### config.mk
export PLATFORM = sky130hd
export DESIGN_NAME = msd_decoder
export DESIGN_NICKNAME = d
export VERILOG_FILES = /design/src/hw/msd_pkg.sv /design/src/hw/msd_agu_if.sv /design/src/hw/msd_agu.sv /design/src/hw/msd_decoder.sv
export SDC_FILE = /design/constraint.sdc
export NUM_CORES = 1
export LEC_CHECK = 0
export ABC_CLOCK_PERIOD_IN_PS = 4530
export BUFFER_PORTS_ARGS = -buffer_cell sky130_fd_sc_hd__buf_2
export CAP_MARGIN = 10
export CORE_AREA = 3 3 206 248
export CTS_CLUSTER_SIZE = 30
export DETAILED_ROUTE_END_ITERATION = 10
export DIE_AREA = 0 0 209 251
export SLEW_MARGIN = 40
export SYNTH_ARGS = -nofsm -noshare
export SYNTH_HDL_FRONTEND = slang
export SYNTH_HIERARCHICAL = 1
export SYNTH_SLANG_ARGS = --single-unit
### constraint.sdc
create_clock -name clk_i -period 4.53 [get_ports clk_i]
set_clock_uncertainty 0.15 [all_clocks]
set_input_delay 0.2265 -clock clk_i [delete_from_list [all_inputs] [get_ports clk_i]]
set_output_delay 0.2265 -clock clk_i [all_outputs]
set_load 0.1 [all_outputs]
### src/hw/msd_pkg.sv
package msd_pkg;
  // Address widths
  localparam int PA_W = 24;
  localparam int PC_W = 23;
  localparam int DA_W = 16;
  localparam int WA_W = 15;
  localparam int NEAR_W = 13;
  localparam int PG_CFG_BIT = 7;
  localparam int PSV_BIT = 15;
  // Program space map
  localparam logic [22:0] PC_RESET = 23'h000000;
  localparam logic [22:0] PC_STEP = 23'h000002;
  localparam logic [23:0] VECTOR_END = 24'h000200;
  localparam logic [23:0] IVT_BASE = 24'h000004;
  localparam logic [23:0] IVT_END = 24'h0000FF;
  localparam logic [23:0] AIVT_BASE = 24'h000100;
  localparam logic [23:0] AIVT_END = 24'h0001FF;
  localparam logic [23:0] USER_MAX = 24'h7FFFFF;
  // Data space map
  localparam logic [15:0] SFR_END = 16'h07FF;
  localparam logic [15:0] NEAR_END = 16'h1FFF;
  localparam logic [15:0] DATA_END = 16'h3FFF;
  localparam logic [15:0] XY_BOUNDARY = 16'h0C00;
  localparam logic [15:0] BYTE_STEP = 16'h0001;
  localparam logic [15:0] WORD_STEP = 16'h0002;
  // Byte lane strobes
  localparam logic [1:0] BE_NONE = 2'h0;
  localparam logic [1:0] BE_LO = 2'h1;
  localparam logic [1:0] BE_HI = 2'h2;
  localparam logic [1:0] BE_WORD = 2'h3;
  typedef enum logic [1:0] {AM_NEAR, AM_DIRECT, AM_INDIRECT} msd_amode_type;
  typedef enum logic [1:0] {ZN_NONE, ZN_SFR, ZN_RAM} msd_zone_type;
endpackage

### src/hw/msd_agu_if.sv
interface msd_agu_if;
  logic [15:0] ptr;
  logic        byte_op;
  logic        dec;
  logic        wr;
  logic        mod_en;
  logic [15:0] mod_start;
  logic [15:0] mod_end;
  logic        brev_en;
  logic [15:0] brev_mod;
  logic [15:0] ea;
  logic [15:0] ptr_next;
  modport agu (input ptr, byte_op, dec, wr, mod_en, mod_start, mod_end,
               brev_en, brev_mod, output ea, ptr_next);
  modport core (output ptr, byte_op, dec, wr, mod_en, mod_start, mod_end,
                brev_en, brev_mod, input ea, ptr_next);
endinterface

### src/hw/msd_agu.sv
module msd_agu #(
  parameter logic BREV_OK = 1'b0
) (
  msd_agu_if.agu bus
);
  import msd_pkg::*;

  // Reverse all bits of a pointer
  function automatic logic [15:0] rev16(input logic [15:0] v);
    logic [15:0] r;
    r = '0;
    for (int i = 0; i < 16; i++) begin
      r[i] = v[15 - i];
    end
    return r;
  endfunction

  logic [15:0] step;
  logic [15:0] lin;
  logic [15:0] brv;

  // Post-modify: address used is the pointer before update
  assign bus.ea = bus.ptr;
  assign step = bus.byte_op ? BYTE_STEP : WORD_STEP;
  assign brv = rev16(rev16(bus.ptr) + rev16(bus.brev_mod));

  // Linear step with optional modulo wrap
  always_comb begin
    lin = bus.dec ? bus.ptr - step : bus.ptr + step;
    if (bus.mod_en && !bus.dec && bus.ptr + step > bus.mod_end) begin
      lin = bus.mod_start;
    end else if (bus.mod_en && bus.dec && bus.ptr < bus.mod_start + step)
    begin
      lin = bus.mod_end + BYTE_STEP - step;
    end
  end

  // Bit reversal only on an X-space write generator
  assign bus.ptr_next = (BREV_OK && bus.brev_en && bus.wr) ? brv : lin;
endmodule

### src/hw/msd_decoder.sv
// Function
// - Program address is 24 bits, PC 23.
// - User program access limited below 0x800000.
// - Program word: even lower, odd upper, top empty.
// - PC word-aligned, steps two either way.
// - Reset starts at zero; vectors below 0x200.
// - Two vector tables 0x004-0x0FF, 0x100-0x1FF.
// - 16-bit byte EA; top bit selects window.
// - 16 KB memory; reads elsewhere return zero.
// - Low byte even address, high byte odd.
// - Post-modify steps one for byte, two word.
// - Byte read picks lane by bit 0.
// - Shared word decode, separate byte strobes.
// - Odd word access raises address error.
// - Misaligned read completes; write is suppressed.
// - Byte load writes register low byte only.
// - 0x0000-0x07FF registers; unused read zero.
// - Near region reached by 13-bit field.
// - Whole space by 16-bit field or pointer.
// - X and Y fetched together for MAC.
// - X has separate read and write buses.
// - Modulo both spaces; bit-reverse X writes.
// - All writes combined space; fixed boundary.
module msd_decoder (
  input  wire logic                  clk_i,
  input  wire logic                  rst_n_i,
  input  wire logic                  ce_i,
  input  wire logic                  pc_step_i,
  input  wire logic                  pc_dir_dn_i,
  input  wire logic                  pc_load_i,
  input  wire logic [22:0]           pc_target_i,
  input  wire logic                  tbl_op_i,
  input  wire logic                  psv_fetch_i,
  input  wire logic [7:0]            table_page_register_i,
  input  wire logic [7:0]            psv_page_i,
  input  wire logic [15:0]           tbl_offset_i,
  input  wire logic [23:0]           prog_word_i,
  input  wire logic                  acc_valid_i,
  input  wire logic                  acc_write_i,
  input  wire logic                  acc_byte_i,
  input  wire msd_pkg::msd_amode_type amode_i,
  input  wire logic [15:0]           direct_addr_i,
  input  wire logic [15:0]           x_ptr_i,
  input  wire logic                  x_dec_i,
  input  wire logic                  mod_en_i,
  input  wire logic [15:0]           mod_start_i,
  input  wire logic [15:0]           mod_end_i,
  input  wire logic                  brev_en_i,
  input  wire logic [15:0]           brev_mod_i,
  input  wire logic [15:0]           wdata_i,
  input  wire logic                  dst_wreg_i,
  input  wire logic [15:0]           mem_rdata_i,
  input  wire logic [15:0]           sfr_rdata_i,
  input  wire logic                  sfr_ack_i,
  input  wire logic                  y_valid_i,
  input  wire logic [15:0]           y_ptr_i,
  input  wire logic                  y_dec_i,
  input  wire logic [15:0]           y_rdata_i,
  output logic [22:0]                pc_o,
  output logic [23:0]                prog_addr_o,
  output logic                       prog_fault_o,
  output logic                       vector_region_o,
  output logic                       ivt_hit_o,
  output logic                       aivt_hit_o,
  output logic [6:0]                 vector_index_o,
  output logic [15:0]                tbl_data_o,
  output logic [14:0]                x_word_addr_o,
  output logic                       x_rd_en_o,
  output logic [1:0]                 x_wr_be_o,
  output logic [15:0]                x_wdata_o,
  output logic                       addr_error_o,
  output logic                       psv_sel_o,
  output logic [15:0]                x_ptr_next_o,
  output logic [15:0]                x_rdata_o,
  output logic                       x_rvalid_o,
  output logic [1:0]                 wreg_be_o,
  output logic [14:0]                y_word_addr_o,
  output logic                       y_rd_en_o,
  output logic [15:0]                y_ptr_next_o,
  output logic [15:0]                y_rdata_o,
  output logic                       y_rvalid_o
);
  import msd_pkg::*;

  // Program group state
  logic [22:0] pc_reg, pc_next;
  logic [23:0] paddr_reg, paddr_next;
  logic        fault_reg, fault_next;
  logic        vec_reg, vec_next;
  logic        ivt_reg, ivt_next;
  logic        aivt_reg, aivt_next;
  logic [6:0]  vidx_reg, vidx_next;
  logic [15:0] tdata_reg, tdata_next;
  logic [23:0] paddr;

  // Access stage state
  logic [14:0]  xwa_reg, xwa_next;
  logic         xrd_reg, xrd_next;
  logic [1:0]   xbe_reg, xbe_next;
  logic [15:0]  xwd_reg, xwd_next;
  logic         err_reg, err_next;
  logic         psv_reg, psv_next;
  logic [15:0]  xptr_reg, xptr_next;
  logic         sbyte_reg, sbyte_next;
  logic         sea0_reg, sea0_next;
  msd_zone_type zone_reg, zone_next;
  logic         swreg_reg, swreg_next;
  logic [14:0]  ywa_reg, ywa_next;
  logic         yrd_reg, yrd_next;
  logic         yok_reg, yok_next;
  logic [15:0]  yptr_reg, yptr_next;

  // Read return state
  logic [15:0] xrdata_reg, xrdata_next;
  logic        xrv_reg, xrv_next;
  logic [1:0]  wbe_reg, wbe_next;
  logic [15:0] yrdata_reg, yrdata_next;
  logic        yrv_reg, yrv_next;

  logic [15:0]  x_ea;
  logic         misalign;
  msd_zone_type zone;
  logic [15:0]  xsel;

  msd_agu_if xi ();
  msd_agu_if yi ();

  // X generator serves reads and writes
  assign xi.ptr       = x_ptr_i;
  assign xi.byte_op   = acc_byte_i;
  assign xi.dec       = x_dec_i;
  assign xi.wr        = acc_write_i;
  assign xi.mod_en    = mod_en_i;
  assign xi.mod_start = mod_start_i;
  assign xi.mod_end   = mod_end_i;
  assign xi.brev_en   = brev_en_i;
  assign xi.brev_mod  = brev_mod_i;
  // Y generator reads words only, no bit reversal
  assign yi.ptr       = y_ptr_i;
  assign yi.byte_op   = 1'b0;
  assign yi.dec       = y_dec_i;
  assign yi.wr        = 1'b0;
  assign yi.mod_en    = mod_en_i;
  assign yi.mod_start = mod_start_i;
  assign yi.mod_end   = mod_end_i;
  assign yi.brev_en   = 1'b0;
  assign yi.brev_mod  = brev_mod_i;

  msd_agu #(.BREV_OK(1'b1)) u_x_agu (.bus(xi.agu));
  msd_agu #(.BREV_OK(1'b0)) u_y_agu (.bus(yi.agu));

  // Program address source and access checks
  always_comb begin
    if (tbl_op_i) begin
      paddr = {table_page_register_i, tbl_offset_i};
    end else if (psv_fetch_i) begin
      paddr = {psv_page_i, tbl_offset_i};
    end else begin
      paddr = {1'b0, pc_reg};
    end
    pc_next = pc_reg;
    if (pc_load_i) begin
      pc_next = {pc_target_i[22:1], 1'b0};
    end else if (pc_step_i) begin
      pc_next = pc_dir_dn_i ? pc_reg - PC_STEP : pc_reg + PC_STEP;
    end
    paddr_next = paddr;
    fault_next = (paddr > USER_MAX) &&
                 !(tbl_op_i && table_page_register_i[PG_CFG_BIT]);
    vec_next   = paddr < VECTOR_END;
    ivt_next   = paddr >= IVT_BASE && paddr <= IVT_END;
    aivt_next  = paddr >= AIVT_BASE && paddr <= AIVT_END;
    vidx_next  = paddr[7:1];
    // Odd address gives the upper word, top byte empty
    tdata_next = paddr_reg[0] ? {8'h00, prog_word_i[23:16]}
                              : prog_word_i[15:0];
  end

  always_ff @(posedge clk_i or negedge rst_n_i) begin
    if (!rst_n_i) begin
      pc_reg    <= PC_RESET;
      paddr_reg <= 24'h000000;
      fault_reg <= 1'b0;
      vec_reg   <= 1'b1;
      ivt_reg   <= 1'b0;
      aivt_reg  <= 1'b0;
      vidx_reg  <= 7'h00;
      tdata_reg <= 16'h0000;
    end else if (ce_i) begin
      pc_reg    <= pc_next;
      paddr_reg <= paddr_next;
      fault_reg <= fault_next;
      vec_reg   <= vec_next;
      ivt_reg   <= ivt_next;
      aivt_reg  <= aivt_next;
      vidx_reg  <= vidx_next;
      tdata_reg <= tdata_next;
    end
  end

  // Effective address by mode
  always_comb begin
    unique case (amode_i)
      AM_NEAR:     x_ea = {3'b000, direct_addr_i[NEAR_W-1:0]};
      AM_DIRECT:   x_ea = direct_addr_i;
      AM_INDIRECT: x_ea = xi.ea;
      default:     x_ea = direct_addr_i;
    endcase
  end

  // Region decode and misalignment
  assign misalign = acc_valid_i && !acc_byte_i && x_ea[0];
  always_comb begin
    if (x_ea[PSV_BIT] || x_ea > DATA_END) begin
      zone = ZN_NONE;
    end else if (x_ea <= SFR_END) begin
      zone = ZN_SFR;
    end else begin
      zone = ZN_RAM;
    end
  end

  // Access stage next values
  always_comb begin
    xwa_next   = x_ea[15:1];
    xrd_next   = acc_valid_i && !acc_write_i;
    xbe_next   = BE_NONE;
    if (acc_valid_i && acc_write_i && zone != ZN_NONE && !misalign) begin
      if (!acc_byte_i) begin
        xbe_next = BE_WORD;
      end else begin
        xbe_next = x_ea[0] ? BE_HI : BE_LO;
      end
    end
    xwd_next   = acc_byte_i ? {wdata_i[7:0], wdata_i[7:0]} : wdata_i;
    err_next   = misalign ||
                 (y_valid_i && yi.ea[0]);
    psv_next   = acc_valid_i && x_ea[PSV_BIT];
    xptr_next  = (acc_valid_i && amode_i == AM_INDIRECT) ?
                 xi.ptr_next : xptr_reg;
    sbyte_next = acc_byte_i;
    sea0_next  = x_ea[0];
    zone_next  = zone;
    swreg_next = acc_valid_i && !acc_write_i && dst_wreg_i;
    ywa_next   = yi.ea[15:1];
    yrd_next   = y_valid_i;
    yok_next   = yi.ea >= XY_BOUNDARY && yi.ea <= DATA_END;
    yptr_next  = y_valid_i ? yi.ptr_next : yptr_reg;
  end

  always_ff @(posedge clk_i or negedge rst_n_i) begin
    if (!rst_n_i) begin
      xwa_reg   <= 15'h0000;
      xrd_reg   <= 1'b0;
      xbe_reg   <= BE_NONE;
      xwd_reg   <= 16'h0000;
      err_reg   <= 1'b0;
      psv_reg   <= 1'b0;
      xptr_reg  <= 16'h0000;
      sbyte_reg <= 1'b0;
      sea0_reg  <= 1'b0;
      zone_reg  <= ZN_NONE;
      swreg_reg <= 1'b0;
      ywa_reg   <= 15'h0000;
      yrd_reg   <= 1'b0;
      yok_reg   <= 1'b0;
      yptr_reg  <= 16'h0000;
    end else if (ce_i) begin
      xwa_reg   <= xwa_next;
      xrd_reg   <= xrd_next;
      xbe_reg   <= xbe_next;
      xwd_reg   <= xwd_next;
      err_reg   <= err_next;
      psv_reg   <= psv_next;
      xptr_reg  <= xptr_next;
      sbyte_reg <= sbyte_next;
      sea0_reg  <= sea0_next;
      zone_reg  <= zone_next;
      swreg_reg <= swreg_next;
      ywa_reg   <= ywa_next;
      yrd_reg   <= yrd_next;
      yok_reg   <= yok_next;
      yptr_reg  <= yptr_next;
    end
  end

  // Source word, zero where nothing answers
  always_comb begin
    unique case (zone_reg)
      ZN_SFR:  xsel = sfr_ack_i ? sfr_rdata_i : 16'h0000;
      ZN_RAM:  xsel = mem_rdata_i;
      default: xsel = 16'h0000;
    endcase
  end

  // Read return next values
  always_comb begin
    xrdata_next = xsel;
    if (sbyte_reg) begin
      xrdata_next = sea0_reg ? {8'h00, xsel[15:8]}
                             : {8'h00, xsel[7:0]};
    end
    xrv_next    = xrd_reg;
    wbe_next    = BE_NONE;
    if (swreg_reg) begin
      wbe_next = sbyte_reg ? BE_LO : BE_WORD;
    end
    yrdata_next = yok_reg ? y_rdata_i : 16'h0000;
    yrv_next    = yrd_reg;
  end

  always_ff @(posedge clk_i or negedge rst_n_i) begin
    if (!rst_n_i) begin
      xrdata_reg <= 16'h0000;
      xrv_reg    <= 1'b0;
      wbe_reg    <= BE_NONE;
      yrdata_reg <= 16'h0000;
      yrv_reg    <= 1'b0;
    end else if (ce_i) begin
      xrdata_reg <= xrdata_next;
      xrv_reg    <= xrv_next;
      wbe_reg    <= wbe_next;
      yrdata_reg <= yrdata_next;
      yrv_reg    <= yrv_next;
    end
  end

  // Outputs straight from flops
  assign pc_o            = pc_reg;
  assign prog_addr_o     = paddr_reg;
  assign prog_fault_o    = fault_reg;
  assign vector_region_o = vec_reg;
  assign ivt_hit_o       = ivt_reg;
  assign aivt_hit_o      = aivt_reg;
  assign vector_index_o  = vidx_reg;
  assign tbl_data_o      = tdata_reg;
  assign x_word_addr_o   = xwa_reg;
  assign x_rd_en_o       = xrd_reg;
  assign x_wr_be_o       = xbe_reg;
  assign x_wdata_o       = xwd_reg;
  assign addr_error_o    = err_reg;
  assign psv_sel_o       = psv_reg;
  assign x_ptr_next_o    = xptr_reg;
  assign x_rdata_o       = xrdata_reg;
  assign x_rvalid_o      = xrv_reg;
  assign wreg_be_o       = wbe_reg;
  assign y_word_addr_o   = ywa_reg;
  assign y_rd_en_o       = yrd_reg;
  assign y_ptr_next_o    = yptr_reg;
  assign y_rdata_o       = yrdata_reg;
  assign y_rvalid_o      = yrv_reg;

  // Checks
  property p_pc_even;
    @(posedge clk_i) disable iff (!rst_n_i)
    !pc_o[0];
  endproperty
  a_pc_even: assert property (p_pc_even) else $error("pc odd");

  property p_pc_step;
    @(posedge clk_i) disable iff (!rst_n_i)
    ce_i && pc_step_i && !pc_load_i && !pc_dir_dn_i
    |=> pc_o == $past(pc_o) + PC_STEP;
  endproperty
  a_pc_step: assert property (p_pc_step) else $error("pc step");

  property p_psv_fault;
    @(posedge clk_i) disable iff (!rst_n_i)
    ce_i && psv_fetch_i && !tbl_op_i && psv_page_i[PG_CFG_BIT]
    |=> prog_fault_o;
  endproperty
  a_psv_fault: assert property (p_psv_fault) else $error("no fault");

  property p_vec;
    @(posedge clk_i) disable iff (!rst_n_i)
    vector_region_o == (prog_addr_o < VECTOR_END);
  endproperty
  a_vec: assert property (p_vec) else $error("vector region");

  property p_tbl_upper;
    @(posedge clk_i) disable iff (!rst_n_i)
    ce_i && prog_addr_o[0] |=> tbl_data_o[15:8] == 8'h00;
  endproperty
  a_tbl_upper: assert property (p_tbl_upper) else $error("upper");

  property p_misalign;
    @(posedge clk_i) disable iff (!rst_n_i)
    ce_i && acc_valid_i && !acc_byte_i && x_ea[0]
    |=> addr_error_o && x_wr_be_o == BE_NONE;
  endproperty
  a_misalign: assert property (p_misalign) else $error("misalign");

  property p_byte_be;
    @(posedge clk_i) disable iff (!rst_n_i)
    ce_i && acc_valid_i && acc_write_i && acc_byte_i && zone == ZN_RAM
    |=> x_wr_be_o == ($past(x_ea[0]) ? BE_HI : BE_LO);
  endproperty
  a_byte_be: assert property (p_byte_be) else $error("byte lane");

  property p_zero_read;
    @(posedge clk_i) disable iff (!rst_n_i)
    (ce_i && acc_valid_i && !acc_write_i && x_ea > DATA_END) ##1 ce_i
    |=> x_rvalid_o && x_rdata_o == 16'h0000;
  endproperty
  a_zero_read: assert property (p_zero_read) else $error("not zero");

  property p_byte_read;
    @(posedge clk_i) disable iff (!rst_n_i)
    (ce_i && acc_valid_i && !acc_write_i && acc_byte_i) ##1 ce_i
    |=> x_rdata_o[15:8] == 8'h00;
  endproperty
  a_byte_read: assert property (p_byte_read) else $error("lane");

  property p_ptr_step;
    @(posedge clk_i) disable iff (!rst_n_i)
    ce_i && acc_valid_i && amode_i == AM_INDIRECT && acc_byte_i &&
    !x_dec_i && !mod_en_i && !brev_en_i
    |=> x_ptr_next_o == $past(x_ptr_i) + BYTE_STEP;
  endproperty
  a_ptr_step: assert property (p_ptr_step) else $error("ptr step");

  property p_dual;
    @(posedge clk_i) disable iff (!rst_n_i)
    ce_i && acc_valid_i && !acc_write_i && y_valid_i
    |=> x_rd_en_o && y_rd_en_o;
  endproperty
  a_dual: assert property (p_dual) else $error("dual fetch");
endmodule

==> results of run 1 <==
cell type report:
class                      count  area [um2]  share of cell area [%]
inverter                      97         364                    1.76
tap                          637         797                    3.86
timing repair buffer         604        3760                    18.2
sequential                   192        4810                    23.3
clock buffer                  17         425                    2.06
clock inverter                15         205                   0.994
antenna                        6        15.0                  0.0727
multi-input combinational   1394       10300                    49.8
worst max-delay path: stages:
cell and delay [ns]:
dlygate4sd3_1 0.53, buf_2 0.21, inv_1 0.09, fa_1 0.47, and3b_1 0.39, nand4_1 0.29
nor2_1 0.20, xor2_1 0.19, ha_1 0.27, a21o_1 0.19, a21oi_1 0.14, o211ai_1 0.11
nand4b_1 0.15, buf_4 0.23, mux2_2 0.39, mux2_2 0.26
where the power goes:
group	switching, mW	leakage (nW)	internal (mW)
sequential	0.226	2.33	1.97
combinational	3.22	7.12	1.09
clock	0.823	0.306	0.810
layer usage:
metal | part of all wire, % | track usage (%) | wire, um | vias to the layer above
li1 | - | - | - | 7483
met1 | 39 | 24.8 | 23200 | 7561
met2 | 51 | 39.7 | 30100 | 572
met3 | 5.9 | 4.42 | 3510 | 114
met4 | 4.4 | 9.28 | 2620 | 4
met5 | 0.039 | 0 | 23 | -
cell usage after synthesis, types with 46 or more instances:
master / number
nand3_1: 59
inv_1: 95
buf_4: 46
mux2_2: 84
mux2i_1: 65
dfrtp_1: 191
a21oi_1: 147
o21ai_0: 94
nor2_1: 143
xor2_1: 58
xnor2_1: 77
clkbuf_1: 51
nand2_1: 93
ha_1: 143
stage by stage:
stage,util [%],instances,hold WS (ns)
2_1_floorplan,-,1806,-0.219
3_3_place_gp,38.3,2805,0.268
3_5_place_dp,38.4,2805,0.110
4_1_cts,42.1,2956,0.00124
5_1_grt,42.1,2960,0.0259
6_report,42.1,2962,0.0285
worst max-delay path by stage:
stage               start               to  slack (ns)  cells past startpoint
4_1_cts        y_ptr_i[1]  y_ptr_next_o[4]        0.42                     16
5_1_grt        y_ptr_i[1]  y_ptr_next_o[4]        0.18                     16
2_1_floorplan  x_ptr_i[0]  x_ptr_next_o[0]        0.55                     18
6_report       y_ptr_i[1]  y_ptr_next_o[4]        0.37                     16
3_5_place_dp   acc_byte_i  x_ptr_next_o[0]        0.15                     17
3_3_place_gp   acc_byte_i  x_ptr_next_o[1]        0.04                     18
cells by family (layout without fill, tap and decap cells):
logic type | Yosys count | after routing | share of synthesized area [%]
compound gates | 471 | 471 | 19.0
flops | 192 | 192 | 29.9
mux | 149 | 149 | 9.95
fa+ha+maj | 153 | 153 | 12.4
simple gates | 477 | 477 | 14.9
buf+inv | 220 | 733 | 6.42
other cells | 1 | 15 | 0.0234
xor+xnor | 135 | 135 | 7.37
timing repair:
action / CTS / global route
endpoints found under the hold margin: 213 / 0
hold buffers: 119 / 0
gates resized for setup: 0 / 0
buffers inserted: 0 / 0
==> impl_metrics.yaml, run 1 <==
status:
  status: "completed"
cells_and_area:
  final_common_cell: "buf_2"
  areaGrowthSynthToFinish_pct: 28.6
  largest_reg_flops: 24
  final_cell_mix: "buf_2, dfrtp_1, a21oi_1"
  fin_area_um2: 20600
  drive_above_1_share_pct: 27.7
  nNetsFinal: 2718
  n_fill_cell: 4847
synthesis:
  synth_area_leaders: "dfrtp_1, ha_1, mux2_2, a21oi_1, xnor2_1"
  yosys.area.top_type: "dfrtp_1"
  synthArstFlopShare_pct: 100
  yosysTopAreaCellShare_pct: 29.8
  syn-cell-area_um2: 16000
  synth_cell_types: 87
  synthFlopType: "dfrtp_1"
  ys_warn_count: 6
  synth_seq_area_share_pct: 29.9
  avgSynthCellArea_um2: 8.93
  ys_ff_latch: 192
  synth_edf_count: 0
  netlist_instances: 1798
clock_network:
  cts.sinks: 192
  htree_levels: 4
  cts_buffers: 17
  clk_latency_ns: 0.46
  cts_tree: "built"
  cts_buffer_depth: 2
  clock-root-buffer: "clkbuf_16"
  clk_pin_slew_ns: 0.08
timing:
  worst_pin_slew_ns: 0.903
  final.setup.worst_slack_ns: 0.366
  rsz0062_at_grt: "false"
  period_minus_slack_ns: 4.16
  hold_viol_final: 0
  setup_tns_ns: 0
  slew_headroom_pct: 39.8
  fmax_mhz: 240
  slew_violations: 0
  min_period_over_period_pct: 91.9
  setup_viol: 0
route:
  avgViaCountPerCell: 5.31
  drc: 0
  wl_um: 59400
  num_vias: 15734
  drt_iter0_markers: 1045
  wl_per_cell_um: 20.1
  firstDrtPassIters: 5
  antenna_left: 0
place:
  gp_congestion: 0.925
  pre_cts_slack_ns: 0.149
  dpl.hpwl_um: 46400
  io_buffer_count: 450
  dpl_cell_area_um2: 18800
worst_setup_path:
  crit_path_max_fanout: 8
  r2r_setup_slack_ns: 1.52
  worstSetupEndpointType: "flip-flop"
  rr_worst_depth: 10
  crit_required_ns: 4.73
  reg2reg_to: "pc_o[19]"
  reg2reg_from: "pc_o[1]"
  path_class: "in2reg"
  worstSetupStartpointType: "primary input"
  critPathArrivalTime_ns: 4.37
pwr:
  leakage_nw: 9.76
  powerDensity_nw_per_um2: 394
  vdd_drop_max_uv: 256
  power_mw: 8.14
grt:
  grt_start_max_net_pins: 107
  antenna_found_initial: 9
  grt_usage_pct: 21.8
  gr-total-overflow: 0
  grt_pass1_vias: 15852
  grt_pass1_wl_um: 90000
die:
  coreArea_um2: 49000
  fp.dieW_um: 209
  io_pins: 453
  die-height_um: 251
  die-area_um2: 52500
  fp-row-count: 89
  initial_core_util_pct: 32.8
hold_path:
  hold_class: "in2reg"
  worstHoldStart: "direct_addr_i[14]"
  holdPathEnd: "x_word_addr_o[13]"
  holdPathStages: 3
job:
  drv_cap: 0
Power figures use the tool's default switching activity.
==> run 2, diff against run 1 <==
- ABC_CLOCK_PERIOD_IN_PS: 4530 -> 3720
- CELL_PAD_IN_SITES_DETAIL_PLACEMENT: unset -> 2
- CELL_PAD_IN_SITES_GLOBAL_PLACEMENT: unset -> 2
- CORE_AREA: 3 3 206 248 -> 3 3 223 269
- DIE_AREA: 0 0 209 251 -> 0 0 226 272
- HOLD_SLACK_MARGIN: unset -> 0.1
- PLACE_DENSITY_LB_ADDON: unset -> 0.1
- clock period: 4.53 -> 3.72 ns (I/O delays scaled with it)
==> run 2 against run 1 <==
Net effect: sequential share of layout area fell by 1.8 points; register-to-register slack got worse by 1.3 ns; routed wire length rose by 38%; global-route usage rose by 4.3 points; non-clock buffer count rose by 179; combinational power rose by 33%; sequential cell count did not move; die area rose by 17%; count of clock-buffer cells in the layout rose by 2; cell count rose by 9.4%; largest cell class unchanged.
==> impl_metrics.yaml, run 2 (same netlist as run 1, synthesis figures left out) <==
cells_and_area:
  nNetsFinal: 2898
  fin_area_um2: 22400
  drive_above_1_share_pct: 29.9
  n_fill_cell: 6448
  layout.area.seq_um2: 4810
  largest_reg_flops: 24
  instances_no_fill: 3240
  final_cell_mix: "buf_2, dlygate4sd3_1, dfrtp_1"
  multi_input_area_um2: 10400
  utilization_pct: 39.1
  areaGrowthSynthToFinish_pct: 39.7
  final_common_cell: "buf_2"
grt:
  grt_pass1_vias: 18941
  antenna_found_initial: 5
  grt_usage_pct: 26.2
  grt_start_max_net_pins: 90
  grt_pass1_wl_um: 122000
  gr-total-overflow: 0
worst_setup_path:
  worstSetupEndpointType: "flip-flop"
  r2r_setup_slack_ns: 0.27
  crit_required_ns: 3.95
  crit_path_max_fanout: 5
  worstSetupStartpointType: "primary input"
  path_class: "in2reg"
  critPathArrivalTime_ns: 3.83
die:
  coreArea_um2: 57300
  fp.dieW_um: 226
  die-height_um: 272
  fp-row-count: 96
  die-area_um2: 61500
  initial_core_util_pct: 28.0
  io_pins: 453
place:
  gp_congestion: 0.893
  dpl.hpwl_um: 63600
  io_buffer_count: 450
  dp_cells: 2977
  dpl_cell_area_um2: 19500
timing:
  worst_pin_slew_ns: 0.784
  period_minus_slack_ns: 3.60
  slew_violations: 0
  setup_viol: 0
  slew_headroom_pct: 47.7
  fmax_mhz: 278
  hold_viol_final: 0
  min_period_over_period_pct: 96.7
  hold_slack_ns: 0.125
pwr:
  sw_frac_of_total_pct: 53.3
  power_switching_mw: 5.49
  internal_power_mw: 4.81
  power_mw: 10.3
  clockPowerShare_pct: 18.2
  powerDensity_nw_per_um2: 459
  combPwrFrac_pct: 55.7
  vdd_drop_max_uv: 418
  leakage_nw: 10.5
  pwr-share-seq_pct: 26.1
job:
  drv_cap: 0
route:
  firstDrtPassIters: 5
  drc: 0
  num_vias: 16916
  wl_um: 82100
  avgViaCountPerCell: 5.22
  wl_per_cell_um: 25.3
  drt_iter0_markers: 789
  antenna_left: 0
clock_network:
  cts.sinks: 192
  clk_latency_ns: 0.50
  cts_buffers: 17
  htree_levels: 4
  cts_tree: "built"
  clock-root-buffer: "clkbuf_16"
  clk_pin_slew_ns: 0.08
  cts_buffer_depth: 2
hold_path:
  hold_class: "in2async"
status:
  status: "completed"
## run 2: final cells by class
class                           count  share of cell area, %
Antenna cell                        6                 0.0670
Timing Repair Buffer              783                   23.9
Clock inverter                     13                  0.530
Sequential cell                   192                   21.4
Clock buffer                       19                   1.93
Inverter                           97                   1.62
Multi-Input combinational cell   1395                   46.4
Tap cell                          735                   4.10
## run 2: worst paths after layout
kind                                    endpoint  cells after the start            from
worst min-delay path                x_rdata_o[7]                      2         rst_n_i
worst min register to register    prog_addr_o[8]                      1  prog_addr_o[8]
worst max register to register          pc_o[21]                     11         pc_o[8]
min in group clk_i               prog_addr_o[22]                      4   psv_page_i[6]
worst max-delay path            x_ptr_next_o[15]                     20      acc_byte_i
max in group asynchronous       x_word_addr_o[5]                      3         rst_n_i
## run 2: what timing repair did
item / in CTS / in global routing
hold buffers: 219 / 0
resized for setup: 0 / 34
setup endpoints to repair: 0 / 26
hold endpoints to repair: 234 / 0
setup buffers: 0 / 5
## run 2: power by group through the flow
stage | clock network, mW | registers (mW) | logic (mW)
CTS | 1.97 | 2.69 | 5.73
floorplan | 0 | 4.89 | 1.76
finish | 1.87 | 2.69 | 5.74
global route | 2.02 | 2.73 | 6.08
global placement | 0 | 2.71 | 5.37
detailed placement | 0 | 2.72 | 5.46
## run 2: worst max-delay path, cell delays in order
cell      delay [ns]
clkbuf_4        0.16
ha_2            0.19
inv_1           0.05
fa_2            0.35
and3b_2         0.27
and2_1          0.15
nand4_1         0.15
nor2_2          0.15
xnor2_1         0.07
ha_1            0.29
and3_1          0.17
nand4_1         0.08
buf_4           0.17
o311a_4         0.35
o31a_1          0.17
buf_4           0.17
nor2_1          0.16
nand2_2         0.11
o22a_1          0.16
mux2_2          0.25
## run 2: stage by stage
step	setup TNS, ns	worst slack, ns
after floorplan	-0.0551	-0.0551
after global placement	-7.07	-0.440
after detailed placement	-10.49	-0.533
after CTS	0	0.0229
after global routing	-0.102	-0.0449
final	0	0.122
## run 2: layer usage
layer | GRT usage, % | vias up | wire length [um]
li1 | - | 7835 | -
met1 | 29.8 | 8574 | 32700
met2 | 49.5 | 394 | 43700
met3 | 4.43 | 111 | 3200
met4 | 7.78 | 2 | 2420
met5 | 0 | - | 13
